**src/rtl/sdm_pkg.sv**
```systemverilog
package sdm_pkg;
    // ----------------------------------------
    // word and switch layout
    // ----------------------------------------
    localparam int SDM_WORD_W = 8;            // serial control word width
    localparam int SDM_GRP_W = 4;             // switches per group
    localparam int SDM_B_MSB = 7;             // b group: bits 7..4, input 0 first
    localparam int SDM_A_MSB = 3;             // a group: bits 3..0, input 3 first
    localparam logic [7:0] SDM_WORD_RST = 8'h00;  // cleared word
    localparam logic [3:0] SDM_GRP_RST = 4'h0;    // all switches open
    // ----------------------------------------
    // controller timing
    // ----------------------------------------
    localparam int SDM_SCLK_DIV = 4;          // system clocks per link clock half period
    localparam logic [2:0] SDM_CNT_LAST = 3'h7;  // last bit index of a word
    // ----------------------------------------
    // controller register map
    // ----------------------------------------
    localparam logic [3:0] SDM_REG_TXWORD = 4'h0;  // write: word to send, starts a frame
    localparam logic [3:0] SDM_REG_STATUS = 4'h4;  // read: bit0 busy
    localparam logic [3:0] SDM_REG_RXWORD = 4'h8;  // read: word shifted back from dout
    localparam logic [3:0] SDM_REG_CTRL = 4'hC;    // bit0 drives device reset low when 1

    // ----------------------------------------
    // controller states
    // ----------------------------------------
    typedef enum logic [3:0]
    {
        SDM_IDLE = 4'h1,
        SDM_LOW = 4'h2,
        SDM_HIGH = 4'h4,
        SDM_DONE = 4'h8
    } sdm_state_t;

    // b input n sits at word bit 7-n; returns group b as input index order
    function automatic logic [3:0] sdm_group_b(input logic [7:0] w);
        sdm_group_b = {w[SDM_B_MSB-3], w[SDM_B_MSB-2], w[SDM_B_MSB-1], w[SDM_B_MSB]};
    endfunction

    // a input n sits at word bit n
    function automatic logic [3:0] sdm_group_a(input logic [7:0] w);
        sdm_group_a = w[SDM_A_MSB:0];
    endfunction
endpackage

```
**src/rtl/sdm_link_if.sv**
```systemverilog
// four wire serial link plus the device reset line
interface sdm_link_if;
    logic sclk;       // link clock, made by the controller
    logic cs_n;       // select, active low
    logic din;        // controller to device data
    logic dout;       // device to controller data
    logic reset_n;    // device reset, active low

    modport ctrl
    (
        output sclk,
        output cs_n,
        output din,
        output reset_n,
        input dout
    );

    modport dev
    (
        input sclk,
        input cs_n,
        input din,
        input reset_n,
        output dout
    );
endinterface

```
**src/rtl/sdm_ctrl.sv**
```systemverilog
// controller end: shifts a word out msb first and reads the returning stream
//
// Implementation choices: the plain strobed port and the register offsets.
module sdm_ctrl
    import sdm_pkg::*;
#(
    parameter int DIV = SDM_SCLK_DIV
)
(
    input wire logic clock_i,
    input wire logic nrst_i,
    input wire logic [3:0] addr_i,
    input wire logic [7:0] wdata_i,
    input wire logic wr_i,
    input wire logic rd_i,
    output logic [7:0] rdata_o,
    sdm_link_if.ctrl link
);
    // ----------------------------------------
    // state
    // ----------------------------------------
    sdm_state_t state_ff;
    logic [7:0] tx_ff;              // word being sent
    logic [7:0] rx_ff;              // word returned on dout
    logic [2:0] bit_ff;             // bits left minus one
    logic [7:0] div_ff;             // half period counter
    logic sclk_ff, cs_n_ff, rst_ctl_ff;
    logic [7:0] rdata_ff;
    logic [2:0] dout_sync_ff;       // pin synchroniser
    logic dout_held_ff;             // last level on which stages 2 and 3 agreed
    logic dev_rst_n_ff;             // device reset line, low through controller reset
    // a half-settled pin keeps the last agreed level
    wire dout_s = (dout_sync_ff[2] == dout_sync_ff[1]) ? dout_sync_ff[2] : dout_held_ff;
    // ctrl write takes effect in the same edge as the register
    wire nxt_rst_ctl = (wr_i && addr_i == SDM_REG_CTRL) ? wdata_i[0] : rst_ctl_ff;
    wire half_done = (div_ff == 8'(DIV - 1));
    wire start = wr_i && (addr_i == SDM_REG_TXWORD) && (state_ff == SDM_IDLE);

    // dout sampled through three flops; use only when stages 2 and 3 agree
    always_ff @(posedge clock_i or negedge nrst_i)
    begin
        if (!nrst_i)
        begin
            dout_sync_ff <= 3'h0;
            dout_held_ff <= 1'b0;
        end
        else
        begin
            dout_sync_ff <= {dout_sync_ff[1:0], link.dout};
            dout_held_ff <= dout_s;
        end
    end

    // ----------------------------------------
    // frame engine: cpol 0, data set while clock low
    // ----------------------------------------
    always_ff @(posedge clock_i or negedge nrst_i)
    begin
        if (!nrst_i)
        begin
            state_ff <= SDM_IDLE;
            tx_ff <= 8'h00;
            rx_ff <= 8'h00;
            bit_ff <= 3'h0;
            div_ff <= 8'h00;
            sclk_ff <= 1'b0;
            cs_n_ff <= 1'b1;
        end
        else
        begin
            div_ff <= (state_ff == SDM_IDLE || half_done) ? 8'h00 : div_ff + 8'h01;
            case (state_ff)
                SDM_IDLE:
                begin
                    if (start)
                    begin
                        tx_ff <= wdata_i;
                        bit_ff <= SDM_CNT_LAST;
                        cs_n_ff <= 1'b0;
                        state_ff <= SDM_LOW;
                    end
                end
                SDM_LOW:   // clock low, data stable: raise clock
                begin
                    if (half_done)
                    begin
                        sclk_ff <= 1'b1;
                        rx_ff <= {rx_ff[6:0], dout_s};
                        state_ff <= SDM_HIGH;
                    end
                end
                SDM_HIGH:  // clock high: fall and move to next bit
                begin
                    if (half_done)
                    begin
                        sclk_ff <= 1'b0;
                        tx_ff <= {tx_ff[6:0], 1'b0};
                        bit_ff <= bit_ff - 3'h1;
                        state_ff <= (bit_ff == 3'h0) ? SDM_DONE : SDM_LOW;
                    end
                end
                SDM_DONE:  // raise select: device latches
                begin
                    if (half_done)
                    begin
                        cs_n_ff <= 1'b1;
                        state_ff <= SDM_IDLE;
                    end
                end
                default: state_ff <= SDM_IDLE;
            endcase
        end
    end

    // ----------------------------------------
    // register port: read data one cycle later
    // ----------------------------------------
    always_ff @(posedge clock_i or negedge nrst_i)
    begin
        if (!nrst_i)
        begin
            rst_ctl_ff <= 1'b0;
            dev_rst_n_ff <= 1'b0;  // device held cleared until we run
            rdata_ff <= 8'h00;
        end
        else
        begin
            rst_ctl_ff <= nxt_rst_ctl;
            dev_rst_n_ff <= ~nxt_rst_ctl;
            case (addr_i)
                SDM_REG_TXWORD: rdata_ff <= rd_i ? tx_ff : 8'h00;
                SDM_REG_STATUS: rdata_ff <= rd_i ? {7'h00, state_ff != SDM_IDLE} : 8'h00;
                SDM_REG_RXWORD: rdata_ff <= rd_i ? rx_ff : 8'h00;
                SDM_REG_CTRL: rdata_ff <= rd_i ? {7'h00, rst_ctl_ff} : 8'h00;
                default: rdata_ff <= 8'h00;
            endcase
        end
    end

    assign rdata_o = rdata_ff;
    assign link.sclk = sclk_ff;
    assign link.cs_n = cs_n_ff;
    assign link.din = tx_ff[7];          // msb first
    assign link.reset_n = dev_rst_n_ff;
endmodule

```
**src/flat_wrapper.sv**
```systemverilog
// flat-port wrapper written by rule: the top's interface ports become plain ports
module sdm_ctrl_flat import sdm_pkg::*;
#(
    parameter int DIV = SDM_SCLK_DIV
)
  (clock_i, nrst_i, addr_i, wdata_i, wr_i, rd_i, rdata_o, link_sclk, link_cs_n, link_din, link_reset_n, link_dout);
  sdm_link_if link_i ();
  input wire logic clock_i;
  input wire logic nrst_i;
  input wire logic [3:0] addr_i;
  input wire logic [7:0] wdata_i;
  input wire logic wr_i;
  input wire logic rd_i;
  output logic [7:0] rdata_o;
  output wire logic [$bits(link_i.sclk)-1:0] link_sclk;
  output wire logic [$bits(link_i.cs_n)-1:0] link_cs_n;
  output wire logic [$bits(link_i.din)-1:0] link_din;
  output wire logic [$bits(link_i.reset_n)-1:0] link_reset_n;
  input wire logic [$bits(link_i.dout)-1:0] link_dout;
  assign link_sclk = link_i.sclk;
  assign link_cs_n = link_i.cs_n;
  assign link_din = link_i.din;
  assign link_reset_n = link_i.reset_n;
  assign link_i.dout = link_dout;
  sdm_ctrl #(.DIV(DIV)) u_core (.clock_i(clock_i), .nrst_i(nrst_i), .addr_i(addr_i), .wdata_i(wdata_i), .wr_i(wr_i), .rd_i(rd_i), .rdata_o(rdata_o), .link(link_i));
endmodule
```
**config.mk**
```make
export PLATFORM = sky130hd
export DESIGN_NAME = sdm_ctrl_flat
export DESIGN_NICKNAME = d
export VERILOG_FILES = /design/src/rtl/sdm_pkg.sv /design/src/rtl/sdm_link_if.sv /design/src/rtl/sdm_ctrl.sv /design/src/flat_wrapper.sv
export SDC_FILE = /design/constraint.sdc
export NUM_CORES = 1
export LEC_CHECK = 0
export BUFFER_PORTS_ARGS = -buffer_cell sky130_fd_sc_hd__buf_4
export CORE_MARGIN = 5
export CORE_UTILIZATION = 55
export CTS_BUF_LIST = sky130_fd_sc_hd__clkbuf_8
export DETAILED_ROUTE_END_ITERATION = 12
export GPL_TIMING_DRIVEN = 1
export PLACE_DENSITY = 0.76
export SYNTH_ARGS = -nofsm -noshare
export SYNTH_HDL_FRONTEND = slang
export SYNTH_SLANG_ARGS = --single-unit
```
**constraint.sdc**
```tcl
create_clock -name clock_i -period 3.4 [get_ports clock_i]
set_clock_uncertainty 0.05 [all_clocks]
set_input_delay 0.17 -clock clock_i [delete_from_list [all_inputs] [get_ports clock_i]]
set_output_delay 0.17 -clock clock_i [all_outputs]
set_load 0.02 [all_outputs]
```
==> metrics.md, run 1 <==
| Metric | Value |
|---|---|
| Outcome | finished clean |
| Post-synth top area share | 0.525 |
| Syn Nets | ~210 |
| Yosys cell types | 40 |
| Critical path data arrival time | 3030 ps |
| Leak | about 1.2 nW |
| Fin cells | approximately 280 |
| Number of cell rows | 22 |
| Endpoints failing setup | 0 |
| Die ar. | ~0.0052 mm^2 |
| CTS buffer count | 5 |
| Max_slew headroom | 0.474 |
| Cell taking the most area after synthesis | dfrtp_1 |
| Vias per inst | roughly 5.8 |
| Die Ht | roughly 72 um |
| Dpl cells | between 200 and 300 |
| Crit path kind | reg -> reg |
| Pwr/cell area | 472 mW/mm^2 |
| CTS Sinks | 47 |
| Fraction of layout cells with a size suffix above 1 | 0.279 |
| Gr ovfl total | 0 |
| Crit end category | flop |
| Fin crit share | 0.852 |
| Element type at the critical path start | flop |
| Worst-case hold path end point | u_core.link.reset_n |
| Top cells by area, synth | dfrtp_1, mux2_4, nand2_1, mux2_2, nor2_1 |
| Wire per inst | roughly 16 um |
| Nets | around 250 |
| Final total power | 1.22 mW |
| Die width | slightly above 70 um |
| CTS tree | yes |
| Starting Density | 0.577 |
| # Post-CTS Setup Buffers | 0 |
| Worst slack, placed | about 500 ps |
| Htree depth | 2 |
| FF-to-FF setup slack | a little over 500 ps |
| Post-synth EDFFs | 0 |
| Ys flop type | dfrtp_1 |
| First-pass GRT wire length | 7.89 mm |
| Asr flop ratio synth | 1.00 |
| Routability cong. | slightly above 0.9 |
| Largest net degree at the start of global routing | 48 |
| Final hold violations | 0 |
| Synth Instances | just under 200 |
| Total track usage | 0.194 |
| Pins Over Slew Limit | 0 |
| Hold Crit Class | in -> reg |
| DR vias | about 1600 |
| Setup TNS | 0 ps |
| Antenna violations before repair | 0 |
| Worst R2R Path Depth | 5 |
| Vias in the first global route | around 1700 |
| CTS root buffer | clkbuf_8 |
| Setup ws final | a little over 500 ps |
| CP required | 3540 ps |
| Util after Layout | 0.695 |
| Pin slew with the least headroom to its limit | 781 ps |
| Maxcap violations | 0 |
| Mean post-synth cell area | between 10 and 15 um^2 |
| Drc violations | 0 |
| Clock Path Buffers | 2 |
| Achievable Freq | about 350 MHz |
| Cell Area, Synth | around 0.0021 mm^2 |
| Fin crit period | 2900 ps |
| Drt total wl | 4.57 mm |
| Reg-to-reg endpoint | u_core.rx_ff[6] |
| Sequential share of the synthesized area | 0.550 |
| Hpwl dp | 3.37 mm |
| Core Footprint | ~0.0037 mm^2 |
| IO buf count | 28 |
| Critical Path Fanout Max | 10 |
| RR Startpoint | u_core.div_ff[0] |
| Origin of the worst min-delay path | wdata_i[0] |
| # diodes | 0 |
| Post-route ant nets | 0 |
| Worst-Skew Late Latency | about 300 ps |
| I/O pin cnt | 29 |
| Pre-Repair DR Iteration Count | 4 |
| Initial DRC count | ~120 |
| Clock slew at reported path FFs | roughly 80 ps |
| RSZ-0062 raised after global routing | false |
| Peak supply drop | 0.000257 V |
| Yosys warnings | 0 |
| Register bit count reported by yosys | 47 |
| WHS Path Cells | 2 |
| Synth-to-layout area growth | 20.4% |
[repair_timing]
| item | 4_1_cts | 5_1_grt |
|---|---|---|
| gates resized for setup | 0 | 0 |
| endpoints found under the setup margin | 0 | 0 |
| hold buffers | 2 | 0 |
| endpoints found under the hold margin | 46 | 0 |
[cell families (layout without fill, tap and decap cells)]
family | Yosys count | count (layout) | synth area share
AO/OA/AOI/OAI | 32 | 32 | 0.105
XOR/XNOR | 7 | 7 | 0.0286
adder cells (fa/ha/maj) | 4 | 4 | 0.0222
buffers and inverters | 13 | 49 | 0.0268
flip-flops | 47 | 47 | 0.550
multiplexers | 17 | 17 | 0.102
AND/OR/NAND/NOR | 73 | 73 | 0.166
[stage by stage]
| stage | hold WS [ps] | instance area (um^2) |
|---|---|---|
| after global placement | 146 | 2430 |
| final | 63.4 | 2580 |
| after detailed placement | 152 | 2430 |
| after global routing | 65.2 | 2580 |
| after floorplan | -176 | 2140 |
| after CTS | 56.5 | 2580 |
[layer usage]
metal | global-route usage | vias to the layer above | part of all wire
met5 | 0 | - | 0
met1 | 0.235 | 784 | 0.40
met4 | 0.0779 | 0 | 0.020
li1 | - | 749 | -
met3 | 0.0512 | 12 | 0.064
met2 | 0.329 | 63 | 0.51
[flip-flops by register name, summed over array words and instances (netlist names)]
register,flops
u_core.rst_ctl_ff,1
u_core.rdata_o,8
u_core.div_ff,8
u_core.link.cs_n,1
u_core.tx_ff,8
u_core.bit_ff,3
u_core.dout_sync_ff,3
u_core.dout_held_ff,1
u_core.link.reset_n,1
u_core.state_ff,4
u_core.link.sclk,1
u_core.rx_ff,8
[cell usage after synthesis (3+ instances only)]
master,count
nor2_1,21
mux2_2,7
inv_1,7
nand3_1,6
and3_1,3
xor2_1,5
mux2_4,8
clkbuf_1,4
ha_1,3
nand2_1,26
a21oi_1,6
a22oi_1,9
dfrtp_1,45
o21ai_0,6
[worst max-delay path, cell delays in order, from the launching register on]
cell,delay [ps]
dfrtp_1,410
ha_1,250
or4b_1,470
or4_1,580
or3_1,650
mux2_4,380
[power by group]
group	internal [mW]	switching, mW
logic	0.0576	0.0591
registers	0.598	0.0289
clock network	0.293	0.182
total	0.949	0.270
[area by class of cell]
type | instances | area, um^2
Timing Repair Buffer | 34 | 260
Clock inverter | 3 | 67.6
Tap cell | 48 | 60.1
Fill cell | 281 | 1130
Clock buffer | 5 | 68.8
Sequential cell | 47 | 1180
Inverter | 7 | 26.3
Multi-Input combinational cell | 133 | 921
[how the worst max path moves through the flow]
| stage | to | depth (start not counted) | start |
|---|---|---|---|
| 2_1_floorplan | u_core.rx_ff[0] | 7 | u_core.div_ff[0] |
| 5_1_grt | u_core.rx_ff[6] | 5 | u_core.div_ff[0] |
| 3_3_place_gp | u_core.rx_ff[1] | 5 | u_core.div_ff[0] |
| 3_5_place_dp | u_core.rx_ff[6] | 5 | u_core.div_ff[0] |
| 4_1_cts | u_core.rx_ff[6] | 5 | u_core.div_ff[0] |
| 6_report | u_core.rx_ff[6] | 5 | u_core.div_ff[0] |
[placed cells by master (no fill, tap or decap), types with 5 or more instances in the layout]
cell,count
o21ai_0,6
nor2_1,21
dfrtp_1,45
a21oi_1,6
clkbuf_8,5
xor2_1,5
a22oi_1,9
nand3_1,6
mux2_4,8
inv_1,7
mux2_2,7
buf_4,32
nand2_1,26
Note: power is estimated with default switching activity, not from simulation.
==> run 2, diff against run 1 <==
Settings changed: CELL_PAD_IN_SITES_DETAIL_PLACEMENT set to 1, CELL_PAD_IN_SITES_GLOBAL_PLACEMENT set to 1, CORE_UTILIZATION 55 to 47, PLACE_DENSITY 0.76 to 0.81.
==> run 2 against run 1 <==
Compared with the run above: via count down 1.4%; sequential power up 0.8%; first-iteration DRC count down 28%; clock power down 8.4%; final area down 0.92%; largest cell class unchanged.
==> metrics.md, run 2 (synthesis gave the netlist of run 1 again) <==
| Metric | Value |
|---|---|
| Outcome | finished clean |
| Initial DRC count | 83 |
| # Post-CTS Setup Buffers | 0 |
| Die Ht | 77.6 um |
| I/O pin cnt | 29 |
| Crit path buf inv count | 0 |
| Fin crit share | 0.872 |
| Commonest non-fill, non-tap cells in the layout | dfrtp_1, buf_4, nand2_1 |
| DR vias | about 1600 |
| Total track usage | 0.184 |
| Wire per inst | approximately 18 um |
| DR WL met3 | 237 um |
| Clock power frac | 0.367 |
| Largest net degree at the start of global routing | 48 |
| Pin slew with the least headroom to its limit | 649 ps |
| Htree depth | 2 |
| Nets | 247 |
| CTS buffer count | 5 |
| Hpwl dp | around 3.6 mm |
| Maxcap violations | 0 |
| Slowest-stage cell, CP | or3_1 |
| Final hold violations | 0 |
| Vias per inst | approximately 5.7 |
| Switching pwr | just under 0.3 mW |
| Cell family with most CP delay | simple AND/OR/NAND/NOR gates |
| CTS tree | yes |
| Clock Path Buffers | 2 |
| Sw frac | 0.243 |
| CTS Sinks | 47 |
| Drt total wl | 5.15 mm |
| Pre-Repair DR Iteration Count | 5 |
| Post_cts resized | 0 |
| Routability cong. | slightly above 0.8 |
| Antenna violations before repair | 0 |
| # diodes | 0 |
| Area of the multi-input gates | ~910 um^2 |
| Met2 wire len | around 2.5 mm |
| Synth-to-layout area growth | 19.3% |
| CP peak stage delay | about 650 ps |
| Hold Crit Class | in -> reg |
| # hold bufs at CTS | 2 |
| Cell Int Power | 0.897 mW |
| Peak supply drop | between 0.0002 and 0.0003 V |
| Most common cell after layout, fill and taps aside | dfrtp_1 |
| Dpl cells | 270 |
| Element type at the critical path start | flop |
| Reg area | between 0.001 and 0.0015 mm^2 |
| Setup TNS | 0 ps |
| Worst-Skew Late Latency | about 300 ps |
| Achievable Freq | 337 MHz |
| Fraction of layout cells with a size suffix above 1 | 0.272 |
| Fin cells | 280 |
| CTS root buffer | clkbuf_8 |
| Critical path data arrival time | between 3000 and 4000 ps |
| RSZ-0062 raised after global routing | false |
| Pins Over Slew Limit | 0 |
| Fin crit period | between 2000 and 3000 ps |
| Leak | 1.21 nW |
| IO buf count | 28 |
| Pwr/cell area | about 460 mW/mm^2 |
| Max_slew headroom | 0.561 |
| Highest metal used | met4 |
| Sequential cell fraction of total power | 0.534 |
| Core Footprint | 0.00438 mm^2 |
| Combinational fraction of design power | 0.099 |
| Clock slew at reported path FFs | 90 ps |
| Endpoints failing setup | 0 |
| Starting Density | 0.489 |
| Critical Path Fanout Max | 10 |
| CP required | about 3500 ps |
| Number of cell rows | 24 |
| First-pass GRT wire length | 8.93 mm |
| Drc violations | 0 |
| Crit path kind | reg -> reg |
| Post-route ant nets | 0 |
| CP cell instances | ha_1 -> or4b_1 -> or4_1 -> or3_1 -> mux2_4 |
| DRT met1 WL | roughly 2.3 mm |
| Fill count | approximately 470 |
| Crit end category | flop |
| Gr ovfl total | 0 |
| Vias in the first global route | ~1800 |
| Die width | between 70 and 80 um |
| Die ar. | between 0.006 and 0.007 mm^2 |
-- run 2: worst paths after layout --
check                                         end  slack, ps  cells past startpoint                    from
max                               u_core.rx_ff[6]        440                      5        u_core.div_ff[0]
min                           u_core.link.reset_n         40                      2              wdata_i[0]
max reg2reg                       u_core.rx_ff[6]        440                      5        u_core.div_ff[0]
min reg2reg                u_core.dout_sync_ff[1]        310                      0  u_core.dout_sync_ff[0]
max in group asynchronous         u_core.tx_ff[0]       2520                      2                  nrst_i
min in group asynchronous      u_core.state_ff[3]        380                      2                  nrst_i
-- run 2: final cells by class --
| class | instances | share of cell area |
|---|---|---|
| Sequential cell | 47 | 0.461 |
| Tap cell | 52 | 0.0254 |
| Clock buffer | 6 | 0.0323 |
| Inverter | 7 | 0.0103 |
| Clock inverter | 2 | 0.0152 |
| Timing Repair Buffer | 33 | 0.0988 |
| Multi-Input combinational cell | 133 | 0.357 |
-- run 2: layer usage --
layer  vias up  GRT usage
li1        745          -
met4         0     0.0636
met2        36      0.299
met3        10     0.0382
met5         -          0
met1       794      0.245
-- run 2: per-stage QoR --
| stage | total power [mW] | worst slack (ps) | cell area, um^2 | util | hold WS [ps] |
|---|---|---|---|---|---|
| 5_1_grt | 1.24 | 321 | 2560 | 0.584 | 49.4 |
| 3_5_place_dp | 0.758 | 482 | 2420 | 0.551 | 170 |
| 6_report | 1.18 | 436 | 2560 | 0.584 | 39.4 |
| 2_1_floorplan | 0.692 | 841 | 2140 | - | -176 |
| 4_1_cts | 1.20 | 436 | 2560 | 0.584 | 36.4 |
| 3_3_place_gp | 0.749 | 591 | 2420 | 0.551 | 155 |
-- run 2: power groups by stage --
stage	Combinational [mW]	Clock (mW)	Sequential, mW
floorplan	0.0543	0	0.637
global placement	0.109	0	0.640
detailed placement	0.115	0	0.643
CTS	0.119	0.446	0.631
global route	0.131	0.474	0.637
finish	0.118	0.435	0.632
